[config.mk]
export PLATFORM = sky130hd
export DESIGN_NAME = dtc_timer_top
export DESIGN_NICKNAME = d
export VERILOG_FILES = /design/src/logic/dtc_pkg.sv /design/src/logic/dtc_sync.sv /design/src/logic/dtc_timer_top.sv
export VERILOG_INCLUDE_DIRS = /design/src /design/src/logic
export SDC_FILE = /design/constraint.sdc
export NUM_CORES = 1
export LEC_CHECK = 0
export BUFFER_PORTS_ARGS = -buffer_cell sky130_fd_sc_hd__buf_2
export CAP_MARGIN = 20
export CORE_ASPECT_RATIO = 1.75
export CORE_UTILIZATION = 50
export CTS_CLUSTER_SIZE = 24
export DETAILED_ROUTE_END_ITERATION = 10
export GPL_TIMING_DRIVEN = 0
export PLACE_DENSITY = 0.76
export REMOVE_ABC_BUFFERS = 1
export SLEW_MARGIN = 20
export SYNTH_ARGS = -nofsm -noshare
export SYNTH_HDL_FRONTEND = slang
export SYNTH_SLANG_ARGS = --single-unit
[constraint.sdc]
create_clock -name clk -period 2.2 [get_ports clk]
set_clock_uncertainty 0.2 [all_clocks]
set_input_delay 0.33 -clock clk [delete_from_list [all_inputs] [get_ports clk]]
set_output_delay 0.33 -clock clk [all_outputs]
set_load 0.01 [all_outputs]
[src/logic/dtc_consts.svh]
`ifndef DTC_CONSTS_SVH
`define DTC_CONSTS_SVH

// register addresses on the special function register bus
`define DTC_ADDR_CONTROL   8'h88
`define DTC_ADDR_MODE      8'h89
`define DTC_ADDR_U0_LOW    8'h8a
`define DTC_ADDR_U1_LOW    8'h8b
`define DTC_ADDR_U0_HIGH   8'h8c
`define DTC_ADDR_U1_HIGH   8'h8d

// reset values
`define DTC_CONTROL_RESET  8'h00
`define DTC_MODE_RESET     8'h00
`define DTC_COUNT_RESET    8'h00

// bit positions in timer_control
`define DTC_CTL_U1_OVF     7
`define DTC_CTL_U1_RUN     6
`define DTC_CTL_U0_OVF     5
`define DTC_CTL_U0_RUN     4
`define DTC_CTL_X1_FLAG    3
`define DTC_CTL_X1_TYPE    2
`define DTC_CTL_X0_FLAG    1
`define DTC_CTL_X0_TYPE    0

// field positions in timer_mode (unit 1 high nibble, unit 0 low nibble)
`define DTC_MOD_U1_GATE    7
`define DTC_MOD_U1_FUNC    6
`define DTC_MOD_U1_MHI     5
`define DTC_MOD_U1_MLO     4
`define DTC_MOD_U0_GATE    3
`define DTC_MOD_U0_FUNC    2
`define DTC_MOD_U0_MHI     1
`define DTC_MOD_U0_MLO     0

// oscillator periods per count or sample period
`define DTC_OSC_DIV        12

`endif

[src/logic/dtc_pkg.sv]
package dtc_pkg;

   // operating modes of a unit
   typedef enum logic [1:0] {
      dtc_mode_13bit = 2'h0,   // 8-bit high byte with 5-bit prescaler
      dtc_mode_16bit = 2'h1,   // cascaded 16-bit count
      dtc_mode_reload = 2'h2,  // 8-bit low byte with auto-reload
      dtc_mode_split = 2'h3    // split (unit 0) or halt (unit 1)
   } dtc_mode_t;

endpackage

[src/logic/dtc_sync.sv]
`timescale 1ns/100ps
// two-stage synchroniser for pin inputs; idles high after reset
module dtc_sync #(
   parameter int unsigned WIDTH = 4
) (
   input  wire logic             clk,  // oscillator clock
   input  wire logic             rst,  // synchronous reset, active high
   input  wire logic [WIDTH-1:0] din,  // asynchronous pin levels
   output logic      [WIDTH-1:0] dout  // synchronised pin levels
);

   logic [WIDTH-1:0] stage1;  // first stage, read only by second

   // two flip-flops per pin before any logic looks at it
   always_ff @(posedge clk) begin
      if (rst) begin
         stage1 <= '1;
         dout   <= '1;
      end else begin
         stage1 <= din;
         dout   <= stage1;
      end
   end

endmodule

[src/logic/dtc_timer_top.sv]
// Notes on behaviour
// unit-1 overflow flag, bit 7, read-only, auto-cleared
// bit 6 runs unit 1
// unit-0 overflow flag, bit 5, read-only, auto-cleared
// bit 4 runs unit 0
// bit 3 external input 1 flag, read-only
// bit 2: input 1 falling edge or low level
// bit 1 external input 0 flag, read-only
// bit 0: input 0 falling edge or low level
// mode 0: 13-bit count, high byte plus five
// rollover to zero sets the overflow flag
// count only when run and (no gate or pin high)
// setting run keeps existing count bytes
// mode 1: full 16-bit cascaded count
// mode 2: low byte reloads from high byte
// unit 1 mode 3 holds like run off
// unit 0 mode 3 low byte uses unit-0 controls
// unit 0 mode 3 high byte: timer, unit-1 run/flag
// unit 1 switched by entering or leaving mode 3
// mode register: function select and mode field
// timer counts once per twelve oscillator periods
// counter counts sampled one-then-zero on next sample
// function select 0 timer, 1 external pin
// acknowledge pulse clears the matching flag
`timescale 1ns/100ps
`include "dtc_consts.svh"
module dtc_timer_top #(
   parameter int unsigned OSC_DIV = `DTC_OSC_DIV  // clocks per sample period
) (
   input  wire logic       clk,                  // oscillator, 50 MHz
   input  wire logic       rst,                  // sync reset, active high
   input  wire logic [7:0] sfr_addr,             // register address
   input  wire logic       sfr_wr,               // write strobe
   input  wire logic       sfr_rd,               // read strobe
   input  wire logic [7:0] sfr_wdata,            // write data
   output logic      [7:0] sfr_rdata,            // registered read data
   input  wire logic       count_pin0,           // unit-0 external count pin
   input  wire logic       count_pin1,           // unit-1 external count pin
   input  wire logic       ext_irq_in0,          // external interrupt pin 0
   input  wire logic       ext_irq_in1,          // external interrupt pin 1
   input  wire logic       ack_unit0,            // unit-0 interrupt serviced
   input  wire logic       ack_unit1,            // unit-1 interrupt serviced
   input  wire logic       ack_ext0,             // ext 0 interrupt serviced
   input  wire logic       ack_ext1,             // ext 1 interrupt serviced
   output logic            unit0_overflow_flag,  // unit-0 overflow request
   output logic            unit1_overflow_flag,  // unit-1 overflow request
   output logic            ext_irq0_flag,        // ext 0 request
   output logic            ext_irq1_flag         // ext 1 request
);

   // refuse dividers the 8-bit prescaler cannot serve
   if (OSC_DIV < 2 || OSC_DIV > 255) begin : g_bad_div
      $error("dtc_timer_top: OSC_DIV must be 2 to 255");
   end

   // control bits
   logic       unit0_run;              // unit-0 run control
   logic       unit1_run;              // unit-1 run control
   logic       ext_irq0_trigger_type;  // 1 falling edge, 0 low level
   logic       ext_irq1_trigger_type;  // 1 falling edge, 0 low level
   logic [7:0] timer_mode;             // gate, function and mode fields

   // count bytes
   logic [7:0] unit0_low_byte;   // unit-0 low count byte
   logic [7:0] unit0_high_byte;  // unit-0 high count byte
   logic [7:0] unit1_low_byte;   // unit-1 low count byte
   logic [7:0] unit1_high_byte;  // unit-1 high count byte

   // prescaler
   logic [7:0] div_cnt;  // oscillator periods within a sample period
   logic       tick;     // one pulse per sample period

   // synchronised pins: {ext1, ext0, count1, count0}
   logic [3:0] pins_s;    // pin levels after two flip-flops
   logic [1:0] gate;      // gate bits per unit
   logic [1:0] func;      // function select per unit
   logic [1:0] samp;      // last sample of each count pin
   logic [1:0] fall;      // one-then-zero seen, count at next sample
   logic [1:0] event_in;  // count event per unit
   logic [1:0] ext_prev;  // previous level of each external pin

   // decoded modes and stepping results
   dtc_pkg::dtc_mode_t mode0;  // unit-0 mode
   dtc_pkg::dtc_mode_t mode1;  // unit-1 mode
   logic [16:0] step0;         // unit-0 next count with carry
   logic [16:0] step1;         // unit-1 next count with carry
   logic        en0;           // unit-0 counts this cycle
   logic        en1;           // unit-1 counts this cycle
   logic        en0_high;      // split unit-0 high byte counts
   logic        split;         // unit 0 in mode 3
   logic        ovf0_set;      // sets unit-0 overflow flag
   logic        ovf1_set;      // sets unit-1 overflow flag
   logic [1:0]  ext_set;       // sets external flags

   // bus write decode
   logic wr_ctl;  // write to timer_control
   logic wr_mod;  // write to timer_mode

   // advance one count step in the given mode; bit 16 is the rollover
   function automatic logic [16:0] dtc_step(
      input dtc_pkg::dtc_mode_t mode,
      input logic [7:0]         hi,
      input logic [7:0]         lo
   );
      logic [12:0] c13;  // 13-bit sum
      logic [15:0] c16;  // 16-bit sum
      logic [16:0] r;    // result
      c13 = 13'({hi, lo[4:0]} + 13'h0001);
      c16 = 16'({hi, lo} + 16'h0001);
      r   = {1'b0, hi, lo};
      unique case (mode)
         // 13 bits; the top three low-byte bits are left alone
         dtc_pkg::dtc_mode_13bit: begin
            r = {&{hi, lo[4:0]}, c13[12:5], lo[7:5], c13[4:0]};
         end
         // full 16 bits
         dtc_pkg::dtc_mode_16bit: begin
            r = {&{hi, lo}, c16};
         end
         // low byte reloads from high byte on rollover
         dtc_pkg::dtc_mode_reload: begin
            if (&lo) begin
               r = {1'b1, hi, hi};
            end else begin
               r = {1'b0, hi, 8'(lo + 8'h01)};
            end
         end
         // split: low byte alone as an 8-bit counter
         dtc_pkg::dtc_mode_split: begin
            r = {&lo, hi, 8'(lo + 8'h01)};
         end
      endcase
      return r;
   endfunction

   // pins pass two flip-flops before use
   dtc_sync #(
      .WIDTH (4)
   ) u_sync (
      .clk  (clk),
      .rst  (rst),
      .din  ({ext_irq_in1, ext_irq_in0, count_pin1, count_pin0}),
      .dout (pins_s)
   );

   // field decode of timer_mode
   assign gate  = {timer_mode[`DTC_MOD_U1_GATE], timer_mode[`DTC_MOD_U0_GATE]};
   assign func  = {timer_mode[`DTC_MOD_U1_FUNC], timer_mode[`DTC_MOD_U0_FUNC]};
   assign mode0 = dtc_pkg::dtc_mode_t'(
                  timer_mode[`DTC_MOD_U0_MHI:`DTC_MOD_U0_MLO]);
   assign mode1 = dtc_pkg::dtc_mode_t'(
                  timer_mode[`DTC_MOD_U1_MHI:`DTC_MOD_U1_MLO]);
   assign split = (mode0 == dtc_pkg::dtc_mode_split);
   assign wr_ctl = sfr_wr && (sfr_addr == `DTC_ADDR_CONTROL);
   assign wr_mod = sfr_wr && (sfr_addr == `DTC_ADDR_MODE);

   // prescaler: one tick every OSC_DIV oscillator periods
   always_ff @(posedge clk) begin
      if (rst) begin
         div_cnt <= 8'h00;
         tick    <= 1'b0;
      end else if (div_cnt == 8'(OSC_DIV - 1)) begin
         div_cnt <= 8'h00;
         tick    <= 1'b1;
      end else begin
         div_cnt <= 8'(div_cnt + 8'h01);
         tick    <= 1'b0;
      end
   end

   // per-unit pin sampling and count event selection
   for (genvar i = 0; i < 2; i++) begin : g_unit
      // sample the count pin once per tick and remember a fall
      always_ff @(posedge clk) begin
         if (rst) begin
            samp[i] <= 1'b1;
            fall[i] <= 1'b0;
         end else if (tick) begin
            samp[i] <= pins_s[i];
            fall[i] <= samp[i] & ~pins_s[i];
         end
      end
      // timer counts every tick, counter on the tick after a fall
      assign event_in[i] = tick & (func[i] ? fall[i] : 1'b1);
   end

   // count enables, gated by run bit and external pin, except unit 1 under split (no run bit) and split high byte (unit-1 run only)
   always_comb begin
      en0      = event_in[0] & unit0_run
                 & (~gate[0] | pins_s[2]);
      en0_high = split & tick & unit1_run;
      // unit 1 is held in mode 3; under split its run bit is taken away
      en1      = event_in[1] & (split ? 1'b1 : unit1_run)
                 & (mode1 != dtc_pkg::dtc_mode_split)
                 & (~gate[1] | pins_s[3]);
      step0    = dtc_step(mode0, unit0_high_byte, unit0_low_byte);
      step1    = dtc_step(mode1, unit1_high_byte, unit1_low_byte);
      ovf0_set = en0 & step0[16];
      // under split the unit-1 flag belongs to unit-0 high byte
      ovf1_set = split ? (en0_high & (&unit0_high_byte))
                       : (en1 & step1[16]);
   end

   // unit-0 count bytes; a bus write wins over counting
   always_ff @(posedge clk) begin
      if (rst) begin
         unit0_low_byte  <= `DTC_COUNT_RESET;
         unit0_high_byte <= `DTC_COUNT_RESET;
      end else begin
         if (en0) begin
            unit0_low_byte <= step0[7:0];
            if (!split) begin
               unit0_high_byte <= step0[15:8];
            end
         end
         // split high byte counts as a timer alone
         if (en0_high) begin
            unit0_high_byte <= 8'(unit0_high_byte + 8'h01);
         end
         if (sfr_wr && sfr_addr == `DTC_ADDR_U0_LOW) begin
            unit0_low_byte <= sfr_wdata;
         end
         if (sfr_wr && sfr_addr == `DTC_ADDR_U0_HIGH) begin
            unit0_high_byte <= sfr_wdata;
         end
      end
   end

   // unit-1 count bytes; held when disabled, never cleared by run
   always_ff @(posedge clk) begin
      if (rst) begin
         unit1_low_byte  <= `DTC_COUNT_RESET;
         unit1_high_byte <= `DTC_COUNT_RESET;
      end else begin
         if (en1) begin
            {unit1_high_byte, unit1_low_byte} <= step1[15:0];
         end
         if (sfr_wr && sfr_addr == `DTC_ADDR_U1_LOW) begin
            unit1_low_byte <= sfr_wdata;
         end
         if (sfr_wr && sfr_addr == `DTC_ADDR_U1_HIGH) begin
            unit1_high_byte <= sfr_wdata;
         end
      end
   end

   // writable control bits; flags ignore bus writes
   always_ff @(posedge clk) begin
      if (rst) begin
         unit1_run             <= 1'(`DTC_CONTROL_RESET >> `DTC_CTL_U1_RUN);
         unit0_run             <= 1'(`DTC_CONTROL_RESET >> `DTC_CTL_U0_RUN);
         ext_irq1_trigger_type <= 1'(`DTC_CONTROL_RESET >> `DTC_CTL_X1_TYPE);
         ext_irq0_trigger_type <= 1'(`DTC_CONTROL_RESET >> `DTC_CTL_X0_TYPE);
      end else if (wr_ctl) begin
         unit1_run             <= sfr_wdata[`DTC_CTL_U1_RUN];
         unit0_run             <= sfr_wdata[`DTC_CTL_U0_RUN];
         ext_irq1_trigger_type <= sfr_wdata[`DTC_CTL_X1_TYPE];
         ext_irq0_trigger_type <= sfr_wdata[`DTC_CTL_X0_TYPE];
      end
   end

   // mode register, fully read/write
   always_ff @(posedge clk) begin
      if (rst) begin
         timer_mode <= `DTC_MODE_RESET;
      end else if (wr_mod) begin
         timer_mode <= sfr_wdata;
      end
   end

   // external pin condition: falling edge or low level
   always_comb begin
      ext_set[0] = ext_irq0_trigger_type ? (ext_prev[0] & ~pins_s[2])
                                         : ~pins_s[2];
      ext_set[1] = ext_irq1_trigger_type ? (ext_prev[1] & ~pins_s[3])
                                         : ~pins_s[3];
   end

   // remember external pin levels for edge detection
   always_ff @(posedge clk) begin
      if (rst) begin
         ext_prev <= 2'h3;
      end else begin
         ext_prev <= pins_s[3:2];
      end
   end

   // sticky flags: set by hardware, cleared by acknowledge, set wins
   always_ff @(posedge clk) begin
      if (rst) begin
         unit0_overflow_flag <= 1'b0;
         unit1_overflow_flag <= 1'b0;
         ext_irq0_flag       <= 1'b0;
         ext_irq1_flag       <= 1'b0;
      end else begin
         unit0_overflow_flag <= ovf0_set
                                | (unit0_overflow_flag & ~ack_unit0);
         unit1_overflow_flag <= ovf1_set
                                | (unit1_overflow_flag & ~ack_unit1);
         ext_irq0_flag       <= ext_set[0]
                                | (ext_irq0_flag & ~ack_ext0);
         ext_irq1_flag       <= ext_set[1]
                                | (ext_irq1_flag & ~ack_ext1);
      end
   end

   // registered read port; unmapped addresses and idle cycles read zero
   always_ff @(posedge clk) begin
      if (rst) begin
         sfr_rdata <= 8'h00;
      end else if (sfr_rd) begin
         unique case (sfr_addr)
            `DTC_ADDR_CONTROL: begin
               sfr_rdata <= {unit1_overflow_flag, unit1_run,
                             unit0_overflow_flag, unit0_run,
                             ext_irq1_flag, ext_irq1_trigger_type,
                             ext_irq0_flag, ext_irq0_trigger_type};
            end
            `DTC_ADDR_MODE:    sfr_rdata <= timer_mode;
            `DTC_ADDR_U0_LOW:  sfr_rdata <= unit0_low_byte;
            `DTC_ADDR_U1_LOW:  sfr_rdata <= unit1_low_byte;
            `DTC_ADDR_U0_HIGH: sfr_rdata <= unit0_high_byte;
            `DTC_ADDR_U1_HIGH: sfr_rdata <= unit1_high_byte;
            default:           sfr_rdata <= 8'h00;
         endcase
      end else begin
         sfr_rdata <= 8'h00;
      end
   end

endmodule
==> flow_summary.ini, run 1 <==
[timing]
tightest_slew_ps = 936
setup_viol = 1
period_minus_slack_ps = 2260
fin_tns_setup_ps = -62.8
max_freq_ghz = 0.442
maxSlewHeadroom_pct = 36.8
rsz0062_at_grt = true
layout_setup_ws_ps = -62.8
period_share_pct = 103
timing.final.max_slew_violations = 0
hold_viol = 0

[min_path]
holdCritPathClass = input port to flip-flop

[final_layout]
fillers = 802
diodes = 0
drive_above_1_share_pct = 24.2
synthToLayoutAreaGrowth_pct = 18.6
nets = 627
final_common_cell = dfxtp_1
layout_common_cells = 62 x dfxtp_1, 57 x nor2_1, 40 x nand2_1

[drt]
dr_wl_met2_um = 7530
vias = 4684
antenna_left = 0
route.met3.wl_um = 916
drt-total-wl_um = 14900
drt_iter0_markers = 502
top_layer = met4
viasPerCell = 6.51
firstDrtPassIters = 7
m1WireLength_um = 5320
drc = 0
wire_per_inst_um = 20.7

[synthesis]
ys_seq_area_share_pct = 34.3
synth.largest_area_cell = dfxtp_1
ys_warn_count = 0
synth_edf_count = 0
ys_seq_elements = 79
synth_top_area_share_pct = 34.3
synth_cell_types = 65
async_reset_ff_share_pct = 0
synth_cells = 556
synthTopCellsByArea = dfxtp_1 34%, mux2i_1 5.4%, nor2_1 4.9%
synth_area_mm2 = 0.00462
ys.flop_type = dfxtp_1
avgSynthCellArea_um2 = 8.30

[global_routing]
grt.total_usage_pct = 32.7
gr-total-overflow = 0
antenna_found_initial = 0
grt_pass1_wl_um = 23400
grt_pass1_vias = 4436
grt_max_degree = 54

[critical_path]
critical_path.cell_chain = nand2_4, o41a_1, a311o_1, or3_4, a311oi_2
path_class = flip-flop to flip-flop
arrival_ps = 2310
cp-end-kind = flip-flop
critPathBufInv = 0
cpMaxStageDelayCell = o41a_1
crit_path_max_fanout = 4
critPathRequiredTime_ps = 2240
critPathLaunchType = flip-flop
crit_family = compound AO/OA/AOI/OAI gates
slowest_delay_ps = 440

[die]
design.core.area_mm2 = 0.00904
die_w_um = 74.6
rows = 46
ioPinCount = 40
initial_core_util_pct = 51.1
die_h_um = 129
dieArea_mm2 = 0.00963

[clock_network]
clkTransAtPathRegs_ps = 60
cts_max_level = 3
cts_tree = done
cts_root_buffer = clkbuf_16
clockBufferDepth = 2
clock_latency_ps = 340
cts.sinks = 79
numCtsBuffers = 9

[placed_design]
hpwl_um = 10400
gp_congestion = 0.997
port_buffers = 39
pre_cts_ws_ps = -604

[power_and_ir_drop]
p_leak_nw = 1.99
powerDensity_mw_per_mm2 = 561
ir_worst_vdd_v = 0.000557
totalPowerFinal_w = 0.00307

[outcome]
status = finished, violations left
violations = setup timing

[flow_run]
maxCapViolations = 0
[synthesized netlist by cell type (11+ instances only)]
library cell / number
a211oi_1: 12
a21oi_1: 30
and3_1: 11
clkbuf_1: 25
dfxtp_1: 79
inv_1: 15
mux2i_1: 25
nand2_1: 40
nand3_1: 31
nand4_1: 16
nor2_1: 60
nor3_1: 19
o21ai_0: 15
or2_2: 14
xnor2_1: 12
[logic make-up after synthesis]
group | Yosys count | share of synthesized area [%]
fa+ha+maj | 4 | 1.08
simple gates | 239 | 27.3
mux | 35 | 9.81
flops | 79 | 34.3
compound gates | 126 | 19.0
buf+inv | 54 | 4.91
xor+xnor | 19 | 3.61
[cell type report]
type,instances,area [µm²],share of cell area [%]
multi-input combinational,423,2930,53.6
sequential,79,1620,29.6
tap,120,150,2.74
clock buffer,11,253,4.62
inverter,15,56.3,1.03
timing repair buffer,67,422,7.70
clock inverter,5,38.8,0.709
[worst register-to-register path: stages, from the launching register on]
cell	delay, ps
dfxtp_4	380
nand2_4	70
o41a_1	440
a311o_1	400
or3_4	390
a311oi_2	280
[power by group]
part           leakage [nW]  internal [W]  switching (W)
logic                  1.20     0.0000617      0.0000989
clock network         0.143      0.000834       0.000618
registers             0.649       0.00144      0.0000182
total                  1.99       0.00233       0.000735
[per-stage QoR]
| step | std cells | instance area, µm² | util (%) | hold slack (ps) |
|---|---|---|---|---|
| 2_1_floorplan | 517 | 4450 | - | 189 |
| 3_3_place_gp | 676 | 4790 | 53.0 | 191 |
| 3_5_place_dp | 676 | 4790 | 53.0 | 198 |
| 4_1_cts | 706 | 5320 | 58.8 | 86.3 |
| 5_1_grt | 720 | 5470 | 60.6 | 125 |
| 6_report | 720 | 5470 | 60.6 | 86.0 |
[layer usage]
metal	track usage, %	vias to the layer above
met1	35.9	2211
met3	6.38	78
li1	-	2154
met4	23.2	0
met5	0	-
met2	54.9	241
[flip-flops by register name, indices dropped and copies added, names as in the netlist, 2 cells and up]
signal / cells
samp: 2
sfr_rdata: 8
div_cnt: 8
timer_mode: 8
unit0_low_byte: 8
unit0_high_byte: 8
ext_prev: 2
u_sync.stage1: 4
unit1_low_byte: 8
fall: 2
unit1_high_byte: 8
u_sync.dout: 4
[path summary, 6_finish.rpt]
path,start,endpoint,slack [ps],cells after the start
setup / recovery,unit0_run,unit0_high_byte[4],-60,5
hold / removal,ack_ext0,ext_irq0_flag,90,4
setup reg to reg,unit0_run,unit0_high_byte[4],-60,5
hold reg to reg,u_sync.stage1[2],u_sync.dout[2],210,1
[what timing repair did]
action	CTS	global route
gates cloned	0	0
setup endpoints to repair	44	22
hold buffers	4	0
endpoints found under the hold margin	4	0
gates resized for setup	40	20
pin swaps	6	9
buffers inserted	10	14
No activity file was read; power rests on OpenSTA's default activity.
==> inputs of run 2 (changes only) <==
Settings changed: CORE_MARGIN set to 2.
==> run 2 against run 1 <==
Via count down 0.45%. Utilization increased by 0.083 points. Die area rose by 4.3%. The flow now finishes without violations. Clock power up 16%.
==> flow_summary.ini, run 2 (same netlist as run 1, synthesis figures left out) <==
[drt]
drt_iter0_markers = 353
drc = 0
drt-total-wl_um = 15100
antenna_left = 0
vias = 4663
firstDrtPassIters = 5
viasPerCell = 6.57
wire_per_inst_um = 21.3

[die]
rows = 46
dieArea_mm2 = 0.0100
initial_core_util_pct = 51.1
die_w_um = 76.6
ioPinCount = 40
die_h_um = 131
design.core.area_mm2 = 0.00904

[placed_design]
dpl-instance-area_mm2 = 0.00479
pre_cts_ws_ps = -729
gp_congestion = 0.969
port_buffers = 39
hpwl_um = 10900

[global_routing]
grt_pass1_wl_um = 24100
grt_pass1_vias = 4655
grt.total_usage_pct = 30.7
grt_max_degree = 55
antenna_found_initial = 0
gr-total-overflow = 0

[power_and_ir_drop]
p_leak_nw = 1.96
p_clk_share_pct = 50.9
intPower_w = 0.00254
ir_worst_vdd_v = 0.000501
powerDensity_mw_per_mm2 = 602
pwr-share-seq_pct = 44.1
power_switching_w = 0.000756
pwr-share-comb_pct = 5.0
switching_share_pct = 22.9

[final_layout]
synthToLayoutAreaGrowth_pct = 18.7
nets = 617
fillers = 820
diodes = 0
regArea_mm2 = 0.00162
final_common_cell = dfxtp_1
drive_above_1_share_pct = 22.7
final_util_pct = 60.6
multi_input_area_mm2 = 0.00295
layout_common_cells = 63 x dfxtp_1, 58 x nor2_1, 40 x nand2_1
final_cell_area_mm2 = 0.00548

[critical_path]
critPathRequiredTime_ps = 2240
cp-end-kind = flip-flop
r2r_cells = 5
crit_path_max_fanout = 6
critPathLaunchType = flip-flop
r2r_start = u_sync.dout[2]
arrival_ps = 2230
path_class = flip-flop to flip-flop
rrSetupSlack_ps = 5
r2r-end = unit0_high_byte[6]

[timing]
timing.final.max_slew_violations = 0
max_freq_ghz = 0.455
period_minus_slack_ps = 2200
period_share_pct = 99.8
maxSlewHeadroom_pct = 57.8
hold_viol = 0
setup_viol = 0
layout_setup_ws_ps = 4.54
tightest_slew_ps = 630
rsz0062_at_grt = true

[clock_network]
numCtsBuffers = 9
clockBufferDepth = 2
cts_max_level = 3
cts.sinks = 79
cts_root_buffer = clkbuf_16
clkTransAtPathRegs_ps = 70
cts_tree = done
clock_latency_ps = 340

[outcome]
status = finished clean

[min_path]
min_to = ext_irq1_flag
holdCritPathClass = input port to flip-flop
min_from = ack_ext1
whs_path_depth = 4

[flow_run]
maxCapViolations = 0
==> run 2: cell count changes in the layout (fill, tap and decap cells not counted), sizes merged <==
cell	delta
bufinv	+2
inv	+1
buf	-12
clkinv	-2
clkinvlp	+1
==> run 2: worst max path at each step <==
stage / to / from / depth (start not counted) / slack (ps)
floorplan: unit0_high_byte[4] / timer_mode[0] / 5 / 10
global placement: unit1_low_byte[0] / timer_mode[0] / 5 / -700
detailed placement: unit1_low_byte[0] / timer_mode[0] / 5 / -730
CTS: unit0_high_byte[6] / tick / 5 / 0.7
global route: unit0_high_byte[6] / unit0_run / 5 / -50
finish: unit0_high_byte[6] / u_sync.dout[2] / 5 / 5
==> run 2: repair_timing <==
action                                  4_1_cts  5_1_grt
buffers inserted                              7        6
gates cloned                                  1        0
resized for setup                            42       20
pin swaps                                     7        4
hold buffers                                  4        0
endpoints found under the hold margin         4        0
endpoints found under the setup margin       41       26
==> run 2: area by class of cell <==
cell class | count | share of cell area [%]
Timing Repair Buffer | 56 | 6.39
Timing Repair inverter | 1 | 0.137
Inverter | 15 | 1.10
Tap cell | 120 | 2.74
Clock buffer | 10 | 4.36
Sequential cell | 79 | 29.6
Clock inverter | 6 | 1.78
Multi-Input combinational cell | 423 | 53.9
==> run 2: power groups by stage <==
stage	sequential, W	clock [W]	combinational, W
2_1_floorplan	0.00149	0	0.0000608
3_3_place_gp	0.00150	0	0.000147
3_5_place_dp	0.00150	0	0.000149
4_1_cts	0.00146	0.00169	0.000159
5_1_grt	0.00146	0.00175	0.000176
6_report	0.00146	0.00168	0.000163
==> run 2: metal layers <==
layer / part of all wire [%] / up-vias / GRT usage [%] / wire [µm]
met5: 0 / - / 0 / 0
met4: 7.8 / 0 / 23.2 / 1180
met3: 5.4 / 89 / 4.95 / 818
met2: 52 / 221 / 55.8 / 7950
met1: 34 / 2211 / 30.5 / 5200
li1: - / 2142 / - / -
==> run 2: worst max-delay path, stage by stage, from the launching register on <==
cell,delay [ps]
dfxtp_2,410
nor2b_4,80
o41a_1,410
a311o_1,400
or3_1,320
a311oi_1,280
==> run 2: through the flow <==
stage	hold WS [ps]	TNS, ps	std cells	total power [W]
after floorplan	189	0	517	0.00155
after global placement	191	-19620	676	0.00164
after detailed placement	194	-21170	676	0.00165
after CTS	82.1	0	704	0.00331
after global routing	124	-103	710	0.00338
final	87.7	0	710	0.00330
==> inputs of run 3 (changes only) <==
Settings changed: ABC_AREA set to 1.
==> run 3 against run 2 <==
Global-route usage increased by 2.6 points. Flip-flop and latch count unchanged. Largest power group unchanged. Cell area increased by 5.2%.
==> flow_summary.ini, run 3 <==
[outcome]
status = finished clean

[placed_design]
gp_congestion = 1.05
pre_cts_ws_ps = -702
dp_cells = 974
hpwl_um = 13100
port_buffers = 39

[synthesis]
ys_warn_count = 0
yosysMostFrequentCell = nand2_1
ys_seq_elements = 79
synth_cells = 823
synth.largest_area_cell = dfxtp_1
synth_edf_count = 0
async_reset_ff_share_pct = 0
synth_top_area_share_pct = 31.3
synth_area_mm2 = 0.00506
synthTopCellsByArea = dfxtp_1 31%, nand2_1 16%, nand3_1 8.2%
yosys-top-cells-count = 212 x nand2_1, 98 x inv_1, 93 x nor2_1
ys_seq_area_share_pct = 31.3
ys.flop_type = dfxtp_1
avgSynthCellArea_um2 = 6.14
synth_cell_types = 40

[clock_network]
clkTransAtPathRegs_ps = 60
cts_tree = done
cts_root_buffer = clkbuf_16
numCtsBuffers = 9
clockBufferDepth = 2
cts_max_level = 3
clock_latency_ps = 350
cts.sinks = 79

[critical_path]
critPathLaunchType = flip-flop
arrival_ps = 2150
rrSetupSlack_ps = 80
critPathRequiredTime_ps = 2230
path_class = flip-flop to flip-flop
crit_path_max_fanout = 7
cp-end-kind = flip-flop

[drt]
drt-total-wl_um = 17900
viasPerCell = 5.78
drt_iter0_markers = 518
firstDrtPassIters = 8
wire_per_inst_um = 17.8
drc = 0
vias = 5796
antenna_left = 0

[final_layout]
nets = 904
fillers = 998
diodes = 0
layout.cells.non_filler = 1002
drive_above_1_share_pct = 12.5
layout_common_cells = 211 x nand2_1, 97 x inv_1, 92 x nor2_1
final_common_cell = nand2_1
synthToLayoutAreaGrowth_pct = 14.0

[timing]
holdWs_ps = 46.5
period_minus_slack_ps = 2120
hold_viol = 0
rsz0062_at_grt = false
setup_viol = 0
tightest_slew_ps = 940
timing.final.max_slew_violations = 0
max_freq_ghz = 0.472
maxSlewHeadroom_pct = 36.9
layout_setup_ws_ps = 82.9
period_share_pct = 96.2

[die]
ioPinCount = 40
die_w_um = 80.0
die_h_um = 137
dieArea_mm2 = 0.0110
design.core.area_mm2 = 0.00985
rows = 48
initial_core_util_pct = 51.3

[power_and_ir_drop]
power_switching_w = 0.000776
totalPowerFinal_w = 0.00308
pwr-share-seq_pct = 47.2
p_leak_nw = 2.45
pwr-share-comb_pct = 4.7
powerDensity_mw_per_mm2 = 534
ir_worst_vdd_v = 0.000609
switching_share_pct = 25.2
intPower_w = 0.00230
p_clk_share_pct = 48.0

[global_routing]
grt_pass1_vias = 5336
antenna_found_initial = 0
gr-total-overflow = 0
grt.total_usage_pct = 33.3
grt_pass1_wl_um = 27400
grt_max_degree = 45

[min_path]
holdCritPathClass = input port to flip-flop

[flow_run]
maxCapViolations = 0
run 3: cell types whose count changed after synthesis, moves of 15 or more:
cell,delta
nand2_1,+172
o22ai_1,+15
nor2_1,+33
a21oi_1,+30
clkbuf_1,-20
mux2i_1,-25
nand3_1,+52
o21ai_0,+41
inv_1,+83
run 3: cell type report:
type	instances	area [µm²]	share of cell area (%)
Clock buffer	10	239	4.14
Timing Repair inverter	1	5.00	0.0868
Multi-Input combinational cell	624	3030	52.6
Inverter	107	405	7.03
Clock inverter	6	50.0	0.868
Timing Repair Buffer	50	295	5.12
Sequential cell	79	1580	27.5
Tap cell	125	156	2.71
run 3: final timing paths:
check	startpoint	endpoint	depth (start not counted)
setup / recovery	unit1_low_byte[1]	unit1_high_byte[3]	10
hold / removal	ack_unit0	unit0_overflow_flag	3
setup reg to reg	unit1_low_byte[1]	unit1_high_byte[3]	10
hold reg to reg	u_sync.stage1[0]	u_sync.dout[0]	1
run 3: cells by family after synthesis:
kind of cell / Yosys count / synth area share [%]
adder cells (fa/ha/maj): 4 / 0.990
XOR/XNOR: 6 / 1.04
AO/OA/AOI/OAI: 150 / 15.9
buffers and inverters: 120 / 9.26
AND/OR/NAND/NOR: 464 / 41.5
flip-flops: 79 / 31.3
run 3: power groups by stage:
stage | logic, W | registers (W) | clock network (W)
global route | 0.000157 | 0.00145 | 0.00155
CTS | 0.000141 | 0.00145 | 0.00149
global placement | 0.000128 | 0.00149 | 0
detailed placement | 0.000128 | 0.00149 | 0
floorplan | 0.0000523 | 0.00148 | 0
finish | 0.000146 | 0.00145 | 0.00148
run 3: routing by layer:
layer	part of all wire, %	up-vias	track usage (%)
met5	0	-	0
met4	9.9	0	29.4
met3	7.4	109	7.52
met2	49	303	56.7
met1	34	2573	33.1
li1	-	2811	-
run 3: stage by stage:
| step | TNS (ps) | instance area, µm² | util (%) |
|---|---|---|---|
| after global placement | -16040 | 5340 | 54.2 |
| after CTS | 0 | 5710 | 58.0 |
| after global routing | 0 | 5770 | 58.5 |
| final | 0 | 5770 | 58.5 |
| after floorplan | -284 | 4990 | - |
| after detailed placement | -16080 | 5340 | 54.2 |
run 3: what timing repair did:
action	in CTS	in global routing
setup buffers	0	5
gates cloned	1	0
pin swaps	0	2
hold buffers	6	0
endpoints found under the hold margin	6	0
gates resized for setup	4	5
setup endpoints to repair	24	17
run 3: worst max-delay path, cell delays in order (launching register included):
cell	delay, ps
dfxtp_1	420
ha_1	260
nand2_2	100
nor2_4	190
nand2_1	160
nor2_2	210
nand2_1	70
nand2_1	60
o21ai_0	80
a21oi_1	190
nor2_1	60
